`src/include/tdm_switch_pkg.sv`:
```
`default_nettype none
package tdm_switch_pkg;
  // ==================================================
  // access commands
  localparam logic [7:0] CMD_TRI_ONE = 8'h60;
  localparam logic [7:0] CMD_TRI_ALL = 8'h68;
  localparam logic [7:0] CMD_CODE_0 = 8'h70;
  localparam logic [7:0] CMD_CONN = 8'h71;
  localparam logic [7:0] CMD_CODE_8 = 8'h78;
  localparam logic [7:0] CMD_DATA_A = 8'h7a;
  localparam logic [7:0] CMD_CODE_B = 8'h7b;
  localparam logic [7:0] CM_FILL = 8'hff;
  // ==================================================
  // operation mode fields
  localparam int OMS_HI = 7;
  localparam int OMS_LO = 6;
  localparam int STANDBY_BIT = 5;
  localparam logic [7:0] MODE_RESET_VAL = 8'h00;
  // ==================================================
  // status layout
  localparam int BUSY_BIT = 2;
  localparam int SYNC_BIT = 5;
  localparam int MONITOR_FIFO_BIT = 2;
  localparam int NORMAL_BIT = 0;
  localparam int PFI_BIT = 3;
  localparam int TOP_SW_BIT = 5;
  // ==================================================
  // timing in switch reference clock cycles
  localparam logic [10:0] FILL_CYCLES = 11'd1035;
  localparam logic [10:0] CMD_CYCLES = 11'd2;
  localparam int CI_HI = 5;
  localparam int CI_LO = 2;
  typedef enum logic [1:0] {
    CM_RESET = 2'b00,
    CM_INIT = 2'b01,
    CM_NORMAL = 2'b11
  } cm_mode_t;
endpackage
`default_nettype wire

```
`src/hw/tdm_switch_memory_access.sv`:
```
`default_nettype none
module tdm_switch_memory_access (
  // clock and reset
  input wire logic i_clk,
  input wire logic i_rst,
  // access command registers
  input wire logic i_acr_wr,
  input wire logic [7:0] i_access_control_reg,
  input wire logic [7:0] i_access_address_reg,
  input wire logic [7:0] i_access_data_reg,
  // mode and configuration
  input wire logic i_mode_wr,
  input wire logic [7:0] i_operation_mode_reg,
  input wire logic [7:0] i_trunk_bit_number_reg,
  input wire logic [7:0] i_subscriber_bit_number_reg,
  input wire logic [7:0] i_subchannel_reg,
  // trunk pins and monitor state
  input wire logic i_trunk_sync,
  input wire logic i_monitor_fifo_ready,
  input wire logic i_sw_int_ack,
  // slot timing and command/indication
  input wire logic [7:0] i_trunk_slot,
  input wire logic [7:0] i_ci_up_slot,
  input wire logic [3:0] i_ci_rx,
  input wire logic [7:0] i_ci_dn_slot,
  // status
  output logic o_access_busy_flag,
  output logic [7:0] o_switch_status_reg,
  output logic [7:0] o_switch_status_value,
  output logic [7:0] o_top_interrupt_status,
  output logic [7:0] o_switch_interrupt_status,
  output logic o_irq,
  // switching outputs
  output logic [3:0] o_trunk_drive,
  output logic [3:0] o_ci_tx,
  output logic o_ci_match,
  output logic [9:0] o_trunk_frame_bits,
  output logic [9:0] o_sub_frame_bits,
  output logic [11:0] o_subch_msb
);
  // ==================================================
  // storage and state
  logic [7:0] cm_data [256];
  logic [3:0] cm_code [256];
  logic [7:0] tri_field [256];
  logic [10:0] busy_cnt;
  logic [7:0] mode_reg;
  tdm_switch_pkg::cm_mode_t mode;
  logic sync_a, sync_b, mf_a, mf_b, sync_q;
  logic trunk_framing_change_event;
  logic was_normal;
  logic accept;
  logic is_tri, is_cm;
  logic [3:0] next_code;
  logic data_wr;

  // commands arriving while busy are dropped; the host must poll first
  assign accept = i_acr_wr && (busy_cnt == 11'd0);
  assign is_tri = (i_access_control_reg == tdm_switch_pkg::CMD_TRI_ONE) ||
                  (i_access_control_reg == tdm_switch_pkg::CMD_TRI_ALL);
  assign is_cm = (i_access_control_reg[7:4] == 4'h7);
  assign next_code = i_access_control_reg[3:0];
  // only 71 and 7A carry data; the others touch the code alone, except 70 with FF in reset mode, which fills every entry
  assign data_wr = (i_access_control_reg == tdm_switch_pkg::CMD_CONN) ||
                   (i_access_control_reg == tdm_switch_pkg::CMD_DATA_A);

  function automatic tdm_switch_pkg::cm_mode_t decode_mode(input logic [1:0] oms);
    case (oms)
      2'b10: decode_mode = tdm_switch_pkg::CM_INIT;
      2'b11: decode_mode = tdm_switch_pkg::CM_NORMAL;
      default: decode_mode = tdm_switch_pkg::CM_RESET;
    endcase
  endfunction

  // ==================================================
  // pin synchronisers
  always_ff @(posedge i_clk or posedge i_rst) begin
    if (i_rst) begin
      sync_a <= 1'b0;
      sync_b <= 1'b0;
      mf_a <= 1'b0;
      mf_b <= 1'b0;
      sync_q <= 1'b0;
    end else begin
      sync_a <= i_trunk_sync;
      sync_b <= sync_a;
      mf_a <= i_monitor_fifo_ready;
      mf_b <= mf_a;
      sync_q <= sync_b;
    end
  end

  // ==================================================
  // operation mode
  always_ff @(posedge i_clk or posedge i_rst) begin
    if (i_rst) begin
      mode_reg <= tdm_switch_pkg::MODE_RESET_VAL;
      mode <= tdm_switch_pkg::CM_RESET;
    end else if (i_mode_wr) begin
      mode_reg <= i_operation_mode_reg;
      mode <= decode_mode(i_operation_mode_reg[tdm_switch_pkg::OMS_HI:tdm_switch_pkg::OMS_LO]);
    end
  end

  // ==================================================
  // busy counter
  always_ff @(posedge i_clk or posedge i_rst) begin
    if (i_rst) begin
      busy_cnt <= 11'd0;
    end else if (accept && (is_tri || is_cm)) begin
      busy_cnt <= (i_access_control_reg == tdm_switch_pkg::CMD_TRI_ALL) ?
                  tdm_switch_pkg::FILL_CYCLES : tdm_switch_pkg::CMD_CYCLES;
    end else if (busy_cnt != 11'd0) begin
      busy_cnt <= busy_cnt - 11'd1;
    end
  end

  // ==================================================
  // control memory
  always_ff @(posedge i_clk) begin
    if (accept && is_cm) begin
      if ((mode == tdm_switch_pkg::CM_RESET) &&
          (i_access_control_reg == tdm_switch_pkg::CMD_CODE_0) &&
          (i_access_data_reg == tdm_switch_pkg::CM_FILL)) begin
        for (int i = 0; i < 256; i++) begin
          cm_data[i] <= tdm_switch_pkg::CM_FILL;
          cm_code[i] <= 4'hf;
        end
      end else begin
        cm_code[i_access_address_reg] <= next_code;
        if (data_wr) begin
          cm_data[i_access_address_reg] <= i_access_data_reg;
        end
      end
    end
  end

  // ==================================================
  // tristate field
  always_ff @(posedge i_clk) begin
    if (accept && (i_access_control_reg == tdm_switch_pkg::CMD_TRI_ALL)) begin
      for (int i = 0; i < 256; i++) begin
        tri_field[i] <= i_access_data_reg;
      end
    end else if (accept && (i_access_control_reg == tdm_switch_pkg::CMD_TRI_ONE)) begin
      tri_field[i_access_address_reg] <= i_access_data_reg;
    end
  end

  // ==================================================
  // framing-change interrupt
  // one-cycle history of the mode, so entering normal mode is seen as an edge
  always_ff @(posedge i_clk or posedge i_rst) begin
    if (i_rst) begin
      was_normal <= 1'b0;
    end else begin
      was_normal <= (mode == tdm_switch_pkg::CM_NORMAL);
    end
  end

  // set beats acknowledge so an event in the clearing cycle survives
  always_ff @(posedge i_clk or posedge i_rst) begin
    if (i_rst) begin
      trunk_framing_change_event <= 1'b0;
    end else if (mode == tdm_switch_pkg::CM_NORMAL &&
                 (!was_normal || sync_b != sync_q)) begin
      trunk_framing_change_event <= 1'b1;
    end else if (i_sw_int_ack) begin
      trunk_framing_change_event <= 1'b0;
    end
  end

  // ==================================================
  // outputs
  always_ff @(posedge i_clk or posedge i_rst) begin
    if (i_rst) begin
      o_switch_status_value <= 8'h00;
      o_trunk_drive <= 4'h0;
      o_ci_tx <= 4'h0;
      o_ci_match <= 1'b0;
      o_trunk_frame_bits <= 10'h000;
      o_sub_frame_bits <= 10'h000;
      o_subch_msb <= 12'h000;
    end else begin
      o_switch_status_value <= 8'h00;
      o_switch_status_value[tdm_switch_pkg::SYNC_BIT] <= sync_b;
      o_switch_status_value[tdm_switch_pkg::MONITOR_FIFO_BIT] <= mf_b;
      o_switch_status_value[tdm_switch_pkg::NORMAL_BIT] <=
        (mode == tdm_switch_pkg::CM_NORMAL);
      o_trunk_drive <= mode_reg[tdm_switch_pkg::STANDBY_BIT] ?
                       tri_field[i_trunk_slot][3:0] : 4'h0;
      o_ci_tx <= cm_data[i_ci_dn_slot][tdm_switch_pkg::CI_HI:tdm_switch_pkg::CI_LO];
      o_ci_match <= (i_ci_rx ==
        cm_data[i_ci_up_slot][tdm_switch_pkg::CI_HI:tdm_switch_pkg::CI_LO]);
      o_trunk_frame_bits <= {1'b0, i_trunk_bit_number_reg, 1'b0} + 10'd2;
      o_sub_frame_bits <= {2'b00, i_subscriber_bit_number_reg} + 10'd1;
      for (int p = 0; p < 4; p++) begin
        o_subch_msb[p*3 +: 3] <= 3'd7 - {i_subchannel_reg[p*2 +: 2], 1'b0};
      end
    end
  end

  assign o_access_busy_flag = (busy_cnt != 11'd0);
  assign o_switch_status_reg = {5'h00, o_access_busy_flag, 2'b00};
  assign o_switch_interrupt_status = {4'h0, trunk_framing_change_event, 3'h0};
  assign o_top_interrupt_status = {2'b00, trunk_framing_change_event, 5'h00};
  assign o_irq = trunk_framing_change_event;

  // ==================================================
  // assertions
  localparam int FILL_LEN = 1035;
  logic [10:0] busy_len;
  logic last_fill;
  always_ff @(posedge i_clk or posedge i_rst) begin
    if (i_rst) begin
      busy_len <= 11'd0;
      last_fill <= 1'b0;
    end else if (accept && (is_tri || is_cm)) begin
      busy_len <= 11'd1;
      last_fill <= (i_access_control_reg == tdm_switch_pkg::CMD_TRI_ALL);
    end else if (busy_cnt > 11'd1) begin
      // the first busy cycle is already counted, so busy_len equals the busy length
      busy_len <= busy_len + 11'd1;
    end
  end
endmodule
`default_nettype wire

```
`config.mk`:
```
export PLATFORM = sky130hd
export DESIGN_NAME = tdm_switch_memory_access
export DESIGN_NICKNAME = d
export VERILOG_FILES = /design/src/include/tdm_switch_pkg.sv /design/src/hw/tdm_switch_memory_access.sv
export SDC_FILE = /design/constraint.sdc
export NUM_CORES = 2
export LEC_CHECK = 0
export ABC_CLOCK_PERIOD_IN_PS = 3010
export CORE_MARGIN = 5
export CORE_UTILIZATION = 45
export DETAILED_ROUTE_END_ITERATION = 8
export DONT_BUFFER_PORTS = 1
export PLACE_DENSITY = 0.65
export SLEW_MARGIN = 20
export SYNTH_ARGS = -nofsm -noshare
export SYNTH_HDL_FRONTEND = slang
export SYNTH_SLANG_ARGS = --single-unit
```
`constraint.sdc`:
```
create_clock -name i_clk -period 3.01 [get_ports i_clk]
set_input_delay 0.602 -clock i_clk [delete_from_list [all_inputs] [get_ports i_clk]]
set_output_delay 0.602 -clock i_clk [all_outputs]
set_load 0.005 [all_outputs]
```
==> summary.txt <==
Run status
  • Status: complete, but fails checks
  • Failing checks: negative hold slack, negative setup slack

STA
  • Fin Setup TNS: -86.72 ns
  • Final worst slack: -0.307 ns
  • Final Cycle Share: 110%
  • Max Transition Viols Final: 0
  • Fmax: 302 MHz
  • Final hold vios: 313
  • Setup Skew: ~0.086 ns
  • Setup violations, final: 1837
  • RSZ-0062 raised after global routing: yes
  • Slew HR: 2.25%
  • Fin Hold WS: -0.169 ns
  • Tightest Pin Transition: 1.47 ns
  • Min Tclk post-route: 3.32 ns

Route
  • Via count: 58800
  • Routed WL: 288 mm
  • Final ANT Viol Nets: 0
  • DR DRC count: 0
  • DR pass1 iterations: 6
  • Post-DR wirelength/cell: 30.7 µm
  • Initial DRC count: 6873
  • Routed vias/inst: 6.27

Cells and area
  • Design Area, Final: between 100000 and 150000 µm²
  • Top flop regs: cm_data (1024), tri_field (1024), busy_cnt (11)
  • Multi-input logic area: 35700 µm²
  • Final #Nets: 6329
  • Storage element area: between 60000 and 70000 µm²
  • Fillers: about 18000
  • Layout cell share with drive strength beyond 1: 42.3%
  • P&R area growth vs syn: 15.2%

Power and ir drop
  • Power after layout: between 60000 and 70000 µW
  • Power density over the cells: roughly 530 nW/µm²
  • Cell leakage power: slightly below 0.04 µW
  • VDD IR-drop max: about 0.58 mV

Logic synthesis
  • Area contributors post-synth: edfxtp_1 (62%), mux4_2 (19%), or2_2 (4.5%)
  • Synth warnings: 0
  • Post-synth EDFFs: just over 2000
  • Async SR Flop Fraction: 2.75%
  • Synth Flop Type: edfxtp_1
  • Top cells by count, synth: edfxtp_1 (2048), mux4_2 (864), or2_2 (724), nand2_1 (428), clkbuf_1 (401)
  • Synth top area share: approximately three fifths
  • Syn Area/Cell: 16.5 µm²
  • Most instantiated library cell after synthesis: edfxtp_1
  • Synth Instances: 6045
  • Seq/Total Area, Yosys: 63.1%
  • Top cell type by total area after synthesis: edfxtp_1
  • Synth unique cells: 72
  • Synth Cell Area: 99800 µm²
  • #FFs+latches synth: 2106

Global route
  • GRT Util Overall: 24.3%
  • First-pass GRT wire length: 413 mm
  • Number of global-route vias before repair: between 50000 and 60000
  • Global route total overflow: 0
  • Maximum number of pins on one net before global-route repair: 514
  • Initial antenna violation count: 12

Clocking
  • CTS tree: done
  • Reg clk slew, reported paths: 0.06 ns
  • Latest clock arrival within the worst-skew pair: between 0.8 and 0.9 ns
  • Total CTS buffers: 216
  • Bufs on Longest Clock Path: 3
  • Depth of the CTS H-tree: 4
  • Clk sinks: 2106
  • Root Driver: clkbuf_16

Place
  • Gpl congestion: 0.898
  • Hpwl dp: 172 mm
  • Placed cell areas: 106000 µm²
  • Place WS: -0.710 ns
  • Port Buffer Count: 0

Critical path
  • Worst Setup SP: i_ci_dn_slot[0]
  • CP Class: in -> reg
  • R2R Path End: cm_data[131][5]
  • R2R depth: 12
  • Worst R2R Start: busy_cnt[4]
  • CP arrival: 4.03 ns
  • Crit end category: register
  • Required @ worst endpoint: 3.72 ns
  • CP endpoint: o_ci_tx[1]
  • CP startpoint kind: input port
  • R2r setup slk: -0.15 ns
  • Critical Path Fanout Max: ~260

Floorplanning
  • Io pins: 166
  • Core ar.: around 220000 µm²
  • Die height: ~480 µm
  • Initial Utilization: 45.3%
  • Die width: slightly below 500 µm
  • DIE AREA: 231000 µm²
  • Rows: 172

Run
  • Max-Cap Viols: 0

Worst hold path
  • Hold crit path type: in -> reg
  • Worst hold path depth: 0
==> repair_timing <==
item | CTS | global route
hold endpoints to repair | 1106 | 917
pin swaps | 11 | 14
gates resized for setup | 98 | 176
hold buffers | 51 | 2
cloned | 4 | 12
endpoints found under the setup margin | 2705 | 3068
buffers inserted | 2 | 12
==> logic make-up after synthesis <==
logic type,count (synthesis),share of synthesized area (%)
DFF,2106,63.1
and+or+nand+nor,1686,9.37
muxes,1037,21.2
buffers and inverters,632,2.80
AOI/OAI and AO/OA,558,3.29
xor gates and xnor gates,20,0.175
adders and majority gates,4,0.0501
other,2,0.00752
==> worst min-delay path by stage <==
stage	end	start	slack (ns)
after floorplan	mf_b	mf_a	0.33
after global placement	sync_b	sync_a	0.33
after detailed placement	sync_b	sync_a	0.34
after CTS	tri_field[214][0]	i_access_data_reg[0]	-0.23
after global routing	tri_field[215][3]	i_access_data_reg[3]	-0.22
final	tri_field[222][1]	i_access_data_reg[1]	-0.17
==> per-stage QoR <==
stage / cells / util [%] / hold slack, ns
after global routing: 9380 / 52.2 / -0.217
after floorplan: 6072 / - / 0.331
after global placement: 8891 / 48.1 / 0.334
after detailed placement: 8891 / 48.1 / 0.336
final: 9385 / 52.2 / -0.169
after CTS: 9348 / 51.8 / -0.233
==> layout by cell type, fill, tap and decap left out, types with 12 or more instances in the layout <==
cell type	instances
edfxtp_1	2048
mux4_2	864
or2_2	687
buf_4	394
nand2_1	341
or3_1	322
clkbuf_16	224
mux2i_1	164
o21ai_2	140
o21ai_0	135
nand2_2	67
buf_12	66
dfrtp_1	58
o21ai_1	54
a22oi_1	51
dlygate4sd3_1	51
clkinv_1	47
nor2_1	43
or2_4	39
clkbuf_1	39
clkinv_2	38
a21oi_1	29
conb_1	29
nand3_1	27
o21ai_4	27
buf_6	25
o22ai_1	24
nor2b_1	23
inv_1	22
bufinv_16	20
a221oi_1	16
nor2_4	14
nand2_4	14
clkinvlp_4	13
a22o_1	12
==> worst max-delay path, cell delays in order <==
cell and delay (ns):
mux4_2 0.98, mux4_2 0.62, mux4_2 0.57, mux4_2 0.57
==> layout make-up <==
cell class / instances / area share [%]
Timing Repair Buffer: 551 / 4.73
Clock inverter: 143 / 1.33
Tap cell: 2958 / 3.22
Antenna cell: 11 / 0.0239
Clock buffer: 257 / 4.86
Multi-Input combinational cell: 3335 / 31.0
Inverter: 24 / 0.0794
Sequential cell: 2106 / 54.7
==> power breakdown <==
| part | switching (µW) | internal (µW) |
|---|---|---|
| logic | 962 | 1230 |
| clock network | 11800 | 15100 |
| registers | 116 | 32000 |
| total | 12900 | 48300 |
==> layer usage <==
layer  up-vias  track usage, %  part of all wire [%]
met5         -               0                0.0080
met4         4            8.84                   4.2
met3       552            5.78                    10
met2      3076            38.1                    47
met1     30800            33.6                    39
li1      24400               -                     -
No activity file was read; power rests on OpenSTA's default activity.
